<file path="src/design/patl_pkg.sv">
// Package: constants, register map and carrier types for the translation check unit
package patl_pkg;

  // ****************************************************************
  // Widths and sizes
  // ****************************************************************
  localparam int EA_W = 32;
  localparam int VA_W = 48;
  localparam int PCID_W = 8;
  localparam int PART_W = 6;
  localparam int RA_W = 36;
  localparam int L1_N = 4;
  localparam int L2_N = 8;
  localparam int L1_IW = 2;
  localparam int L2_IW = 3;
  localparam int ATTR_W = 5;

  // ****************************************************************
  // Register offsets (byte addresses)
  // ****************************************************************
  localparam logic [7:0] OFF_PCID = 8'h00;
  localparam logic [7:0] OFF_PART = 8'h04;
  localparam logic [7:0] OFF_MSR = 8'h08;
  localparam logic [7:0] OFF_PRIV = 8'h0c;
  localparam logic [7:0] OFF_E_EPN = 8'h10;
  localparam logic [7:0] OFF_E_RPN = 8'h14;
  localparam logic [7:0] OFF_E_CTX = 8'h18;
  localparam logic [7:0] OFF_E_CMD = 8'h1c;
  localparam logic [7:0] OFF_INV = 8'h20;
  localparam logic [7:0] OFF_STAT = 8'h24;
  localparam logic [7:0] OFF_MASK = 8'h28;

  // ****************************************************************
  // Field positions and reset values
  // ****************************************************************
  localparam int MSR_AS_BIT = 0;
  localparam int MSR_GS_BIT = 1;
  localparam int PRIV_SUP_BIT = 0;
  localparam int PRIV_HYP_BIT = 1;
  localparam int CMD_WR_BIT = 0;
  localparam int CMD_L2_BIT = 1;
  localparam int ST_MISS = 0;
  localparam int ST_PERM = 1;
  localparam int ST_TRAP = 2;
  localparam int ST_INV = 3;
  localparam int ST_W = 4;
  localparam logic [PART_W-1:0] PART_GLOBAL = 6'h00;
  localparam logic [1:0] PRIV_RST = 2'h2;
  localparam logic [31:0] RD_UNMAPPED = 32'h0000_0000;
  localparam logic [4:0] SZ_4K = 5'h00;
  localparam logic [4:0] SZ_MAX = 5'h14;

  // ****************************************************************
  // Carrier types
  // ****************************************************************
  typedef enum logic [1:0] {
    ACC_READ = 2'b00,
    ACC_WRITE = 2'b01,
    ACC_EXEC = 2'b10
  } patl_acc_t;

  typedef enum logic [1:0] {
    RES_OK = 2'b00,
    RES_MISS = 2'b01,
    RES_PERM = 2'b10
  } patl_res_t;

  // Attributes: cache inhibit, coherent, guarded, write-through, little endian
  typedef struct packed {
    logic valid;
    logic [4:0] size;
    logic [19:0] epn;
    logic [PCID_W-1:0] pcid;
    logic as_bit;
    logic [PART_W-1:0] part_tag;
    logic guest_flag;
    logic [5:0] perm;
    logic [ATTR_W-1:0] attr;
    logic [23:0] rpn;
  } patl_entry_t;

  typedef struct packed {
    logic [EA_W-1:0] effective_address;
    patl_acc_t acc;
  } patl_req_t;

  typedef struct packed {
    patl_res_t res;
    logic [RA_W-1:0] real_address;
    logic [ATTR_W-1:0] attr;
  } patl_rsp_t;

endpackage

</file>
<file path="src/design/patl_tlb.sv">
// Two-level partition-aware translation and protection unit
`timescale 1ns/1ps

// Functional notes
// - Two-level TLB, always on, no bypass
// - Extend 32-bit address to 48-bit virtual
// - Process id 8 bits, partition 6 bits
// - Space and guest bits from machine state
// - Fixed 4KB and variable pages matched together
// - Entries carry translation and attributes out
// - Check access type, privilege and context
// - Partition tag must equal current partition
// - Partition tag zero matches any partition
// - Guest state uses only guest entries
// - Supervisor/user permission filtering applied
// - Only hypervisor may write entries
// - Guest entry write suppressed and trapped
// - Broadcast invalidate honours full context
// - Partition register rewritable at run time
module patl_tlb
  import patl_pkg::*;
(
  // Clock and reset
  input wire logic clock,
  input wire logic rstn,
  // Avalon-MM slave
  input wire logic [7:0] avs_address,
  input wire logic avs_read,
  input wire logic avs_write,
  input wire logic [31:0] avs_writedata,
  output logic [31:0] avs_readdata,
  output logic avs_waitrequest,
  // Translation request and answer
  input wire logic req_valid,
  input wire patl_req_t req,
  output logic rsp_valid,
  output patl_rsp_t rsp,
  // Invalidate broadcast in and out
  input wire logic inv_in_valid,
  input wire logic [VA_W-1:0] inv_in_va,
  output logic inv_out_valid,
  output logic [VA_W-1:0] inv_out_va,
  // Events
  output logic trap_q,
  output logic irq
);

  // ****************************************************************
  // Context registers
  // ****************************************************************
  logic [PCID_W-1:0] pcid_q;
  logic [PART_W-1:0] part_q;
  logic [1:0] msr_q;
  logic [1:0] priv_q;
  logic [31:0] e_epn_q, e_rpn_q, e_ctx_q;
  logic [ST_W-1:0] stat_q, mask_q;
  logic bus_ack_q;
  logic hyp, sup, gs_bit, as_bit;
  assign hyp = priv_q[PRIV_HYP_BIT] && !msr_q[MSR_GS_BIT];
  assign sup = priv_q[PRIV_SUP_BIT] || hyp;
  assign gs_bit = msr_q[MSR_GS_BIT];
  assign as_bit = msr_q[MSR_AS_BIT];

  logic wr_acc, rd_acc;
  // Write lands on the edge that shows waitrequest low
  assign wr_acc = avs_write && bus_ack_q;
  assign rd_acc = avs_read && !bus_ack_q;

  // One wait state per access
  always_ff @(posedge clock or negedge rstn) begin
    if (!rstn) begin
      bus_ack_q <= 1'b0;
    end else begin
      bus_ack_q <= (avs_read || avs_write) && !bus_ack_q;
    end
  end

  always_ff @(posedge clock or negedge rstn) begin
    if (!rstn) begin
      avs_waitrequest <= 1'b1;
    end else begin
      avs_waitrequest <= !((avs_read || avs_write) && !bus_ack_q);
    end
  end

  logic do_wr;
  assign do_wr = wr_acc && !avs_waitrequest;

  always_ff @(posedge clock or negedge rstn) begin
    if (!rstn) begin
      pcid_q <= '0;
      part_q <= '0;
      msr_q <= '0;
      priv_q <= PRIV_RST;
      e_epn_q <= '0;
      e_rpn_q <= '0;
      e_ctx_q <= '0;
      mask_q <= '0;
    end else if (do_wr) begin
      if (avs_address == OFF_PCID && sup) begin
        pcid_q <= avs_writedata[PCID_W-1:0];
      end else if (avs_address == OFF_PART && hyp) begin
        part_q <= avs_writedata[PART_W-1:0];
      end else if (avs_address == OFF_MSR) begin
        msr_q <= avs_writedata[1:0];
      end else if (avs_address == OFF_PRIV) begin
        priv_q <= avs_writedata[1:0];
      end else if (avs_address == OFF_E_EPN) begin
        e_epn_q <= avs_writedata;
      end else if (avs_address == OFF_E_RPN) begin
        e_rpn_q <= avs_writedata;
      end else if (avs_address == OFF_E_CTX) begin
        e_ctx_q <= avs_writedata;
      end else if (avs_address == OFF_MASK) begin
        mask_q <= avs_writedata[ST_W-1:0];
      end
    end
  end

  // ****************************************************************
  // Entry arrays
  // ****************************************************************
  patl_entry_t l1_q [L1_N];
  patl_entry_t l2_q [L2_N];
  patl_entry_t new_e;
  logic e_write, e_trap, inv_local;
  logic [VA_W-1:0] inv_va;
  assign new_e = '{valid: e_ctx_q[31], size: e_epn_q[4:0], epn: e_epn_q[31:12],
                   pcid: e_ctx_q[7:0], as_bit: e_ctx_q[8], part_tag: e_ctx_q[14:9],
                   guest_flag: e_ctx_q[15], perm: e_ctx_q[21:16],
                   attr: e_rpn_q[4:0], rpn: {e_ctx_q[27:24], e_rpn_q[31:12]}};
  assign e_write = do_wr && avs_address == OFF_E_CMD && avs_writedata[CMD_WR_BIT] && hyp;
  assign e_trap = do_wr && avs_address == OFF_E_CMD && avs_writedata[CMD_WR_BIT] && gs_bit;
  assign inv_local = do_wr && avs_address == OFF_INV && !gs_bit;
  // Local invalidate carries the full virtual context
  assign inv_va = inv_local ? {part_q, gs_bit, as_bit, pcid_q, avs_writedata} : inv_in_va;

  function automatic logic inv_hit(patl_entry_t e, logic [VA_W-1:0] va);
    inv_hit = e.valid && e.epn == va[31:12] && e.pcid == va[39:32] && e.as_bit == va[40]
              && e.guest_flag == va[41] && e.part_tag == va[47:42];
  endfunction

  always_ff @(posedge clock or negedge rstn) begin
    if (!rstn) begin
      for (int i = 0; i < L1_N; i++) begin
        l1_q[i] <= '0;
      end
      for (int i = 0; i < L2_N; i++) begin
        l2_q[i] <= '0;
      end
    end else begin
      for (int i = 0; i < L1_N; i++) begin
        if ((inv_local || inv_in_valid) && inv_hit(l1_q[i], inv_va)) begin
          l1_q[i].valid <= 1'b0;
        end
      end
      for (int i = 0; i < L2_N; i++) begin
        if ((inv_local || inv_in_valid) && inv_hit(l2_q[i], inv_va)) begin
          l2_q[i].valid <= 1'b0;
        end
      end
      if (e_write && !avs_writedata[CMD_L2_BIT]) begin
        l1_q[avs_writedata[L1_IW+7:8]] <= '{valid: new_e.valid, size: SZ_4K, epn: new_e.epn,
            pcid: new_e.pcid, as_bit: new_e.as_bit, part_tag: new_e.part_tag,
            guest_flag: new_e.guest_flag, perm: new_e.perm, attr: new_e.attr,
            rpn: new_e.rpn};
      end else if (e_write) begin
        l2_q[avs_writedata[L2_IW+7:8]] <= new_e;
      end
    end
  end

  // Broadcast out the local invalidate to other cores
  always_ff @(posedge clock or negedge rstn) begin
    if (!rstn) begin
      inv_out_valid <= 1'b0;
      inv_out_va <= '0;
    end else begin
      inv_out_valid <= inv_local;
      inv_out_va <= inv_local ? inv_va : inv_out_va;
    end
  end

  // ****************************************************************
  // Lookup
  // ****************************************************************
  logic [VA_W-1:0] va;
  assign va = {part_q, gs_bit, as_bit, pcid_q, req.effective_address};

  function automatic logic ent_hit(patl_entry_t e, logic [VA_W-1:0] v);
    logic [31:0] m;
    logic [4:0] sz;
    sz = (e.size > SZ_MAX) ? SZ_MAX : e.size;
    m = 32'hffff_ffff << (6'd12 + {1'b0, sz});
    ent_hit = e.valid && ((e.epn & m[31:12]) == (v[31:12] & m[31:12]))
              && e.pcid == v[39:32] && e.as_bit == v[40]
              && (e.part_tag == v[47:42] || e.part_tag == PART_GLOBAL)
              && e.guest_flag == v[41];
  endfunction

  patl_entry_t hit_e;
  logic hit;
  always_comb begin
    hit = 1'b0;
    hit_e = '0;
    // Both levels searched in parallel; first level wins
    for (int i = L2_N - 1; i >= 0; i--) begin
      if (ent_hit(l2_q[i], va)) begin
        hit = 1'b1;
        hit_e = l2_q[i];
      end
    end
    for (int i = L1_N - 1; i >= 0; i--) begin
      if (ent_hit(l1_q[i], va)) begin
        hit = 1'b1;
        hit_e = l1_q[i];
      end
    end
  end

  // Perm bits: [5:3] supervisor rwx, [2:0] user rwx
  logic [2:0] rwx;
  logic allow;
  always_comb begin
    rwx = sup ? hit_e.perm[5:3] : hit_e.perm[2:0];
    case (req.acc)
      ACC_READ: allow = rwx[2];
      ACC_WRITE: allow = rwx[1];
      ACC_EXEC: allow = rwx[0];
      default: allow = 1'b0;
    endcase
  end

  logic [31:0] pmask;
  assign pmask = 32'hffff_ffff << (6'd12 + {1'b0, (hit_e.size > SZ_MAX) ? SZ_MAX : hit_e.size});

  always_ff @(posedge clock or negedge rstn) begin
    if (!rstn) begin
      rsp_valid <= 1'b0;
      rsp <= '0;
    end else begin
      rsp_valid <= req_valid;
      if (req_valid) begin
        if (!hit) begin
          rsp <= '{res: RES_MISS, real_address: '0, attr: '0};
        end else if (!allow) begin
          rsp <= '{res: RES_PERM, real_address: '0, attr: '0};
        end else begin
          rsp <= '{res: RES_OK,
                   real_address: ({hit_e.rpn, 12'h000} & {4'hf, pmask})
                                 | {4'h0, req.effective_address & ~pmask},
                   attr: hit_e.attr};
        end
      end
    end
  end

  // ****************************************************************
  // Status, interrupt, trap and read-back
  // ****************************************************************
  logic [ST_W-1:0] ev;
  assign ev = {inv_in_valid, e_trap, req_valid && hit && !allow, req_valid && !hit};

  always_ff @(posedge clock or negedge rstn) begin
    if (!rstn) begin
      stat_q <= '0;
    end else begin
      // Set wins over write-one-to-clear
      stat_q <= (stat_q & ~((do_wr && avs_address == OFF_STAT) ? avs_writedata[ST_W-1:0] : '0))
                | ev;
    end
  end

  always_ff @(posedge clock or negedge rstn) begin
    if (!rstn) begin
      irq <= 1'b0;
      trap_q <= 1'b0;
    end else begin
      irq <= |((stat_q | ev) & mask_q);
      trap_q <= e_trap;
    end
  end

  always_ff @(posedge clock or negedge rstn) begin
    if (!rstn) begin
      avs_readdata <= '0;
    end else if (rd_acc) begin
      if (avs_address == OFF_PCID) begin
        avs_readdata <= {24'h000000, pcid_q};
      end else if (avs_address == OFF_PART) begin
        avs_readdata <= {26'h0000000, part_q};
      end else if (avs_address == OFF_MSR) begin
        avs_readdata <= {30'h00000000, msr_q};
      end else if (avs_address == OFF_PRIV) begin
        avs_readdata <= {30'h00000000, priv_q};
      end else if (avs_address == OFF_E_EPN) begin
        avs_readdata <= e_epn_q;
      end else if (avs_address == OFF_E_RPN) begin
        avs_readdata <= e_rpn_q;
      end else if (avs_address == OFF_E_CTX) begin
        avs_readdata <= e_ctx_q;
      end else if (avs_address == OFF_STAT) begin
        avs_readdata <= {28'h0000000, stat_q};
      end else if (avs_address == OFF_MASK) begin
        avs_readdata <= {28'h0000000, mask_q};
      end else begin
        avs_readdata <= RD_UNMAPPED;
      end
    end
  end
endmodule

</file>
<file path="config.mk">
export PLATFORM = sky130hd
export DESIGN_NAME = patl_tlb
export DESIGN_NICKNAME = d
export VERILOG_FILES = /design/src/design/patl_pkg.sv /design/src/design/patl_tlb.sv
export SDC_FILE = /design/constraint.sdc
export NUM_CORES = 2
export LEC_CHECK = 0
export ABC_CLOCK_PERIOD_IN_PS = 15400
export BUFFER_PORTS_ARGS = -buffer_cell sky130_fd_sc_hd__clkbuf_2
export CORE_UTILIZATION = 55
export DETAILED_ROUTE_END_ITERATION = 8
export PLACE_DENSITY_LB_ADDON = 0.1
export SKIP_CTS_REPAIR_TIMING = 1
export SLEW_MARGIN = 10
export SYNTH_ARGS = -nofsm -noshare
export SYNTH_HDL_FRONTEND = slang
export SYNTH_SLANG_ARGS = --single-unit
</file>
<file path="constraint.sdc">
create_clock -name clock -period 15.4 [get_ports clock]
set_input_delay 0 -clock clock [delete_from_list [all_inputs] [get_ports clock]]
set_output_delay 0 -clock clock [all_outputs]
set_load 0.05 [all_outputs]
</file>
==> flow_summary.yaml <==
status:
  outcome: "complete, but fails checks"
  violations: "hold timing"
synthesis:
  synth_cell_types: 99
  ys_seq_area_frac: 0.4560
  synth.most_common_cell: "dfrtp_1"
  yosys_warnings: 0
  muxShareOfSynthArea: 0.1790
  synth_area_um2: 64490
  synth_xor_area_frac: 0.1166
  synthTopCellsByArea: "dfrtp_1 (46%), mux2_2 (17%), xnor2_1 (7.4%)"
  yosys.area_share.simple: 0.1066
  synth-adder-area-share: 0.0005433
  synth_nets: 6079
  async_flop_share: 1.000
  synthTopCellsByCount: "dfrtp_1 (1173), mux2_2 (999), xnor2_1 (544)"
  synth_ff_type: "dfrtp_1"
  synth_compound_area_frac: 0.1063
  syn_area_per_cell_um2: 10.84
  synth_area_leader_cell: "dfrtp_1"
  ys_ff_latch: 1175
  synth_top_family_by_area: "multiplexers"
  synth_edf_count: 0
  synthDominantCellAreaShare: 0.4552
  netlist_instances: 5949
global_routing:
  first_global_vias: 50220
  grt_pass1_wl_um: 359100
  grt_max_degree: 167
  gr-total-overflow: 0
  antenna_found_initial: 17
  grt_usage: 0.4245
clock_network:
  cts_tree: "done"
  cts_buffers: 136
  cts_num_sinks: 1175
  cts-root-buf: "clkbuf_16"
  clk_path_buf_depth: 3
  clkSlewWorstSetupHoldPaths_ps: 60
  htreeDepth: 4
  clk_latency_ps: 800
route:
  drt-vias-per-instance: 6.723
  remaining_drc_errors: 0
  ant_nets: 0
  wl_met3_um: 24880
  post_drt_wl_per_cell_um: 32.79
  drt_pass1_iterations: 8
  vias: 51860
  drt-initial-drc-count: 5701
  drt-met1-wl_um: 100200
  met2_length_um: 110100
  top_layer: "met5"
  drt_wl_total_um: 252900
placed_design:
  io_buffers: 243
  dpl_worst_slack_ps: 8622
  place_hpwl_um: 171000
  dpl_cell_area_um2: 67370
  place_congestion: 1.009
  numPlacedInstances: 7394
floorplanning:
  pin_count: 256
  die_area_um2: 118600
  coreArea_um2: 116200
  num_rows: 125
  dieHeight_um: 344.4
  die_x_um: 344.4
  start_util: 0.5549
final_layout:
  n_fill_cell: 9598
  final_nets: 6214
  syn_to_final_growth_pct: 12.99
  drive_above_1_share: 0.2837
  multi_input_area_um2: 33360
  stdcell_count: 7714
  regArea_um2: 29410
  design_area_um2: 72860
sta:
  fmax_mhz: 137.3
  hold_viol: 6
  drv_slew: 0
  rsz0062_at_grt: "no"
  hold_slack_ps: -65.16
  tightest_slew_ps: 1436
  slew_headroom: 0.03540
  final.period_utilization: 0.4728
  fin_worst_skew_ps: 26.67
  fin_crit_ps: 7281
  finalSetupTns_ps: 0
  setup_viol: 0
  finalWorstSetupSlack_ps: 8119
critical_path:
  cp.arrival_ps: 7950
  critPathMaxFanout: 13
  critPathKind: "reg -> reg"
  crit_path_end_kind: "flip-flop"
  cp-start-kind: "flip-flop"
  r2r_setup_slack_ps: 8120
  worstPathRequired_ps: 16070
power:
  switchingPower_w: 0.001770
  vdd.ir_drop.worst_v: 0.0001176
  intPower_w: 0.005266
  power_density_nw_per_um2: 96.57
  pwr-share-clk: 0.486
  p_comb_frac: 0.068
  seqPwrFrac: 0.446
  p_sw_frac: 0.2516
  power.leakage_nw: 34.69
run:
  maxCapViolCount: 0
hold_path:
  worstHoldPathType: "in -> reg"
placed cells by master (no fill, tap or decap), types with 19 or more instances in the layout:
cell           synthesis  layout
nand3_1              157     155
nand2_1              402     395
a21boi_4               0      23
nor4_1               106     102
o211ai_1              55      55
nor3_1                83      78
a311oi_1              28      28
dlygate4sd3_1          0      75
a222oi_1              27      27
inv_1                 71      70
and3_1                29      29
and2_1                29      29
a41oi_1               25      24
clkbuf_8               0      31
mux2_2               999     999
o2bb2ai_1             21      21
nand2b_1              31      31
xor2_1               313     313
or2_2                 22      22
o221ai_1              33      33
a211oi_1              34      34
a21oi_1              191     191
mux2i_1               29      29
xnor2_1              544     544
o22ai_1               22      22
nor2b_1               51      49
a21o_1                19      19
dfrtp_1             1173    1172
buf_4                 14     156
nand4_1              136     136
clkbuf_2               1     242
a31oi_1               51      51
clkbuf_1             328      23
clkbuf_16              0     139
o21ai_0              185     184
nor2_1               216     209
o2111ai_1             20      20
per-stage QoR:
step	power (W)	util	hold WS, ps
2_1_floorplan	0.003403	-	-295.6
3_3_place_gp	0.003640	0.5797	95.45
3_5_place_dp	0.003641	0.5797	110.4
4_1_cts	0.007033	0.6200	-728.4
5_1_grt	0.007192	0.6269	-11.40
6_report	0.007036	0.6270	-65.16
per-layer routing:
layer  track usage  vias to the layer above
met5             0                        -
met4        0.2480                        8
met3       0.08945                      752
met2        0.6344                     2876
met1        0.5706                    26570
li1              -                    21650
worst paths after layout:
kind | startpoint | end | depth (start not counted)
setup / recovery | flip-flop | rsp[15]$_DFFE_PN0P_ | 20
hold / removal | inv_in_va[41] | l2_q[153]$_DFF_PN0_ | 7
setup reg to reg | flip-flop | rsp[15]$_DFFE_PN0P_ | 20
hold reg to reg | inv_out_va[1]$_DFFE_PN0P_ | inv_out_va[1]$_DFFE_PN0P_ | 2
max in group asynchronous | rstn | asynchronous set/reset pin | 7
min in group asynchronous | rstn | asynchronous set/reset pin | 3
power groups by stage:
| stage | Combinational [W] | Sequential [W] | Clock [W] |
|---|---|---|---|
| after global routing | 0.000498 | 0.00314 | 0.00356 |
| after floorplan | 0.000169 | 0.00323 | 0 |
| after CTS | 0.000452 | 0.00314 | 0.00345 |
| after detailed placement | 0.000450 | 0.00319 | 0 |
| final | 0.000479 | 0.00314 | 0.00342 |
| after global placement | 0.000448 | 0.00319 | 0 |
area by class of cell:
class | instances | area share
diodes | 7 | 0.0002404
well taps | 1524 | 0.02617
inverters | 72 | 0.003709
repair buffers | 477 | 0.04420
clock buffers | 193 | 0.05478
multi-input cells | 4222 | 0.4579
flip-flops and latches | 1175 | 0.4036
clock inverters | 44 | 0.009428
worst max-delay path, stage by stage, from the launching register on:
cell,delay [ps]
dfrtp_1,550
a21oi_1,390
ha_1,390
inv_1,150
o21ai_0,100
o21a_1,130
o41ai_2,460
or4b_1,520
o2111ai_1,240
a311oi_1,240
o311ai_0,980
o211ai_1,460
a211o_1,490
inv_1,160
ha_1,170
inv_1,80
xnor2_2,300
nand2_1,360
a21oi_1,300
o32ai_1,100
dlygate4sd3_1,570
logic make-up after synthesis:
kind of cell	Yosys count
mux	1028
buf+inv	552
flops	1175
simple gates	1361
compound gates	972
xor+xnor	858
fa+ha+maj	3
(Power assumes the default switching activity.)
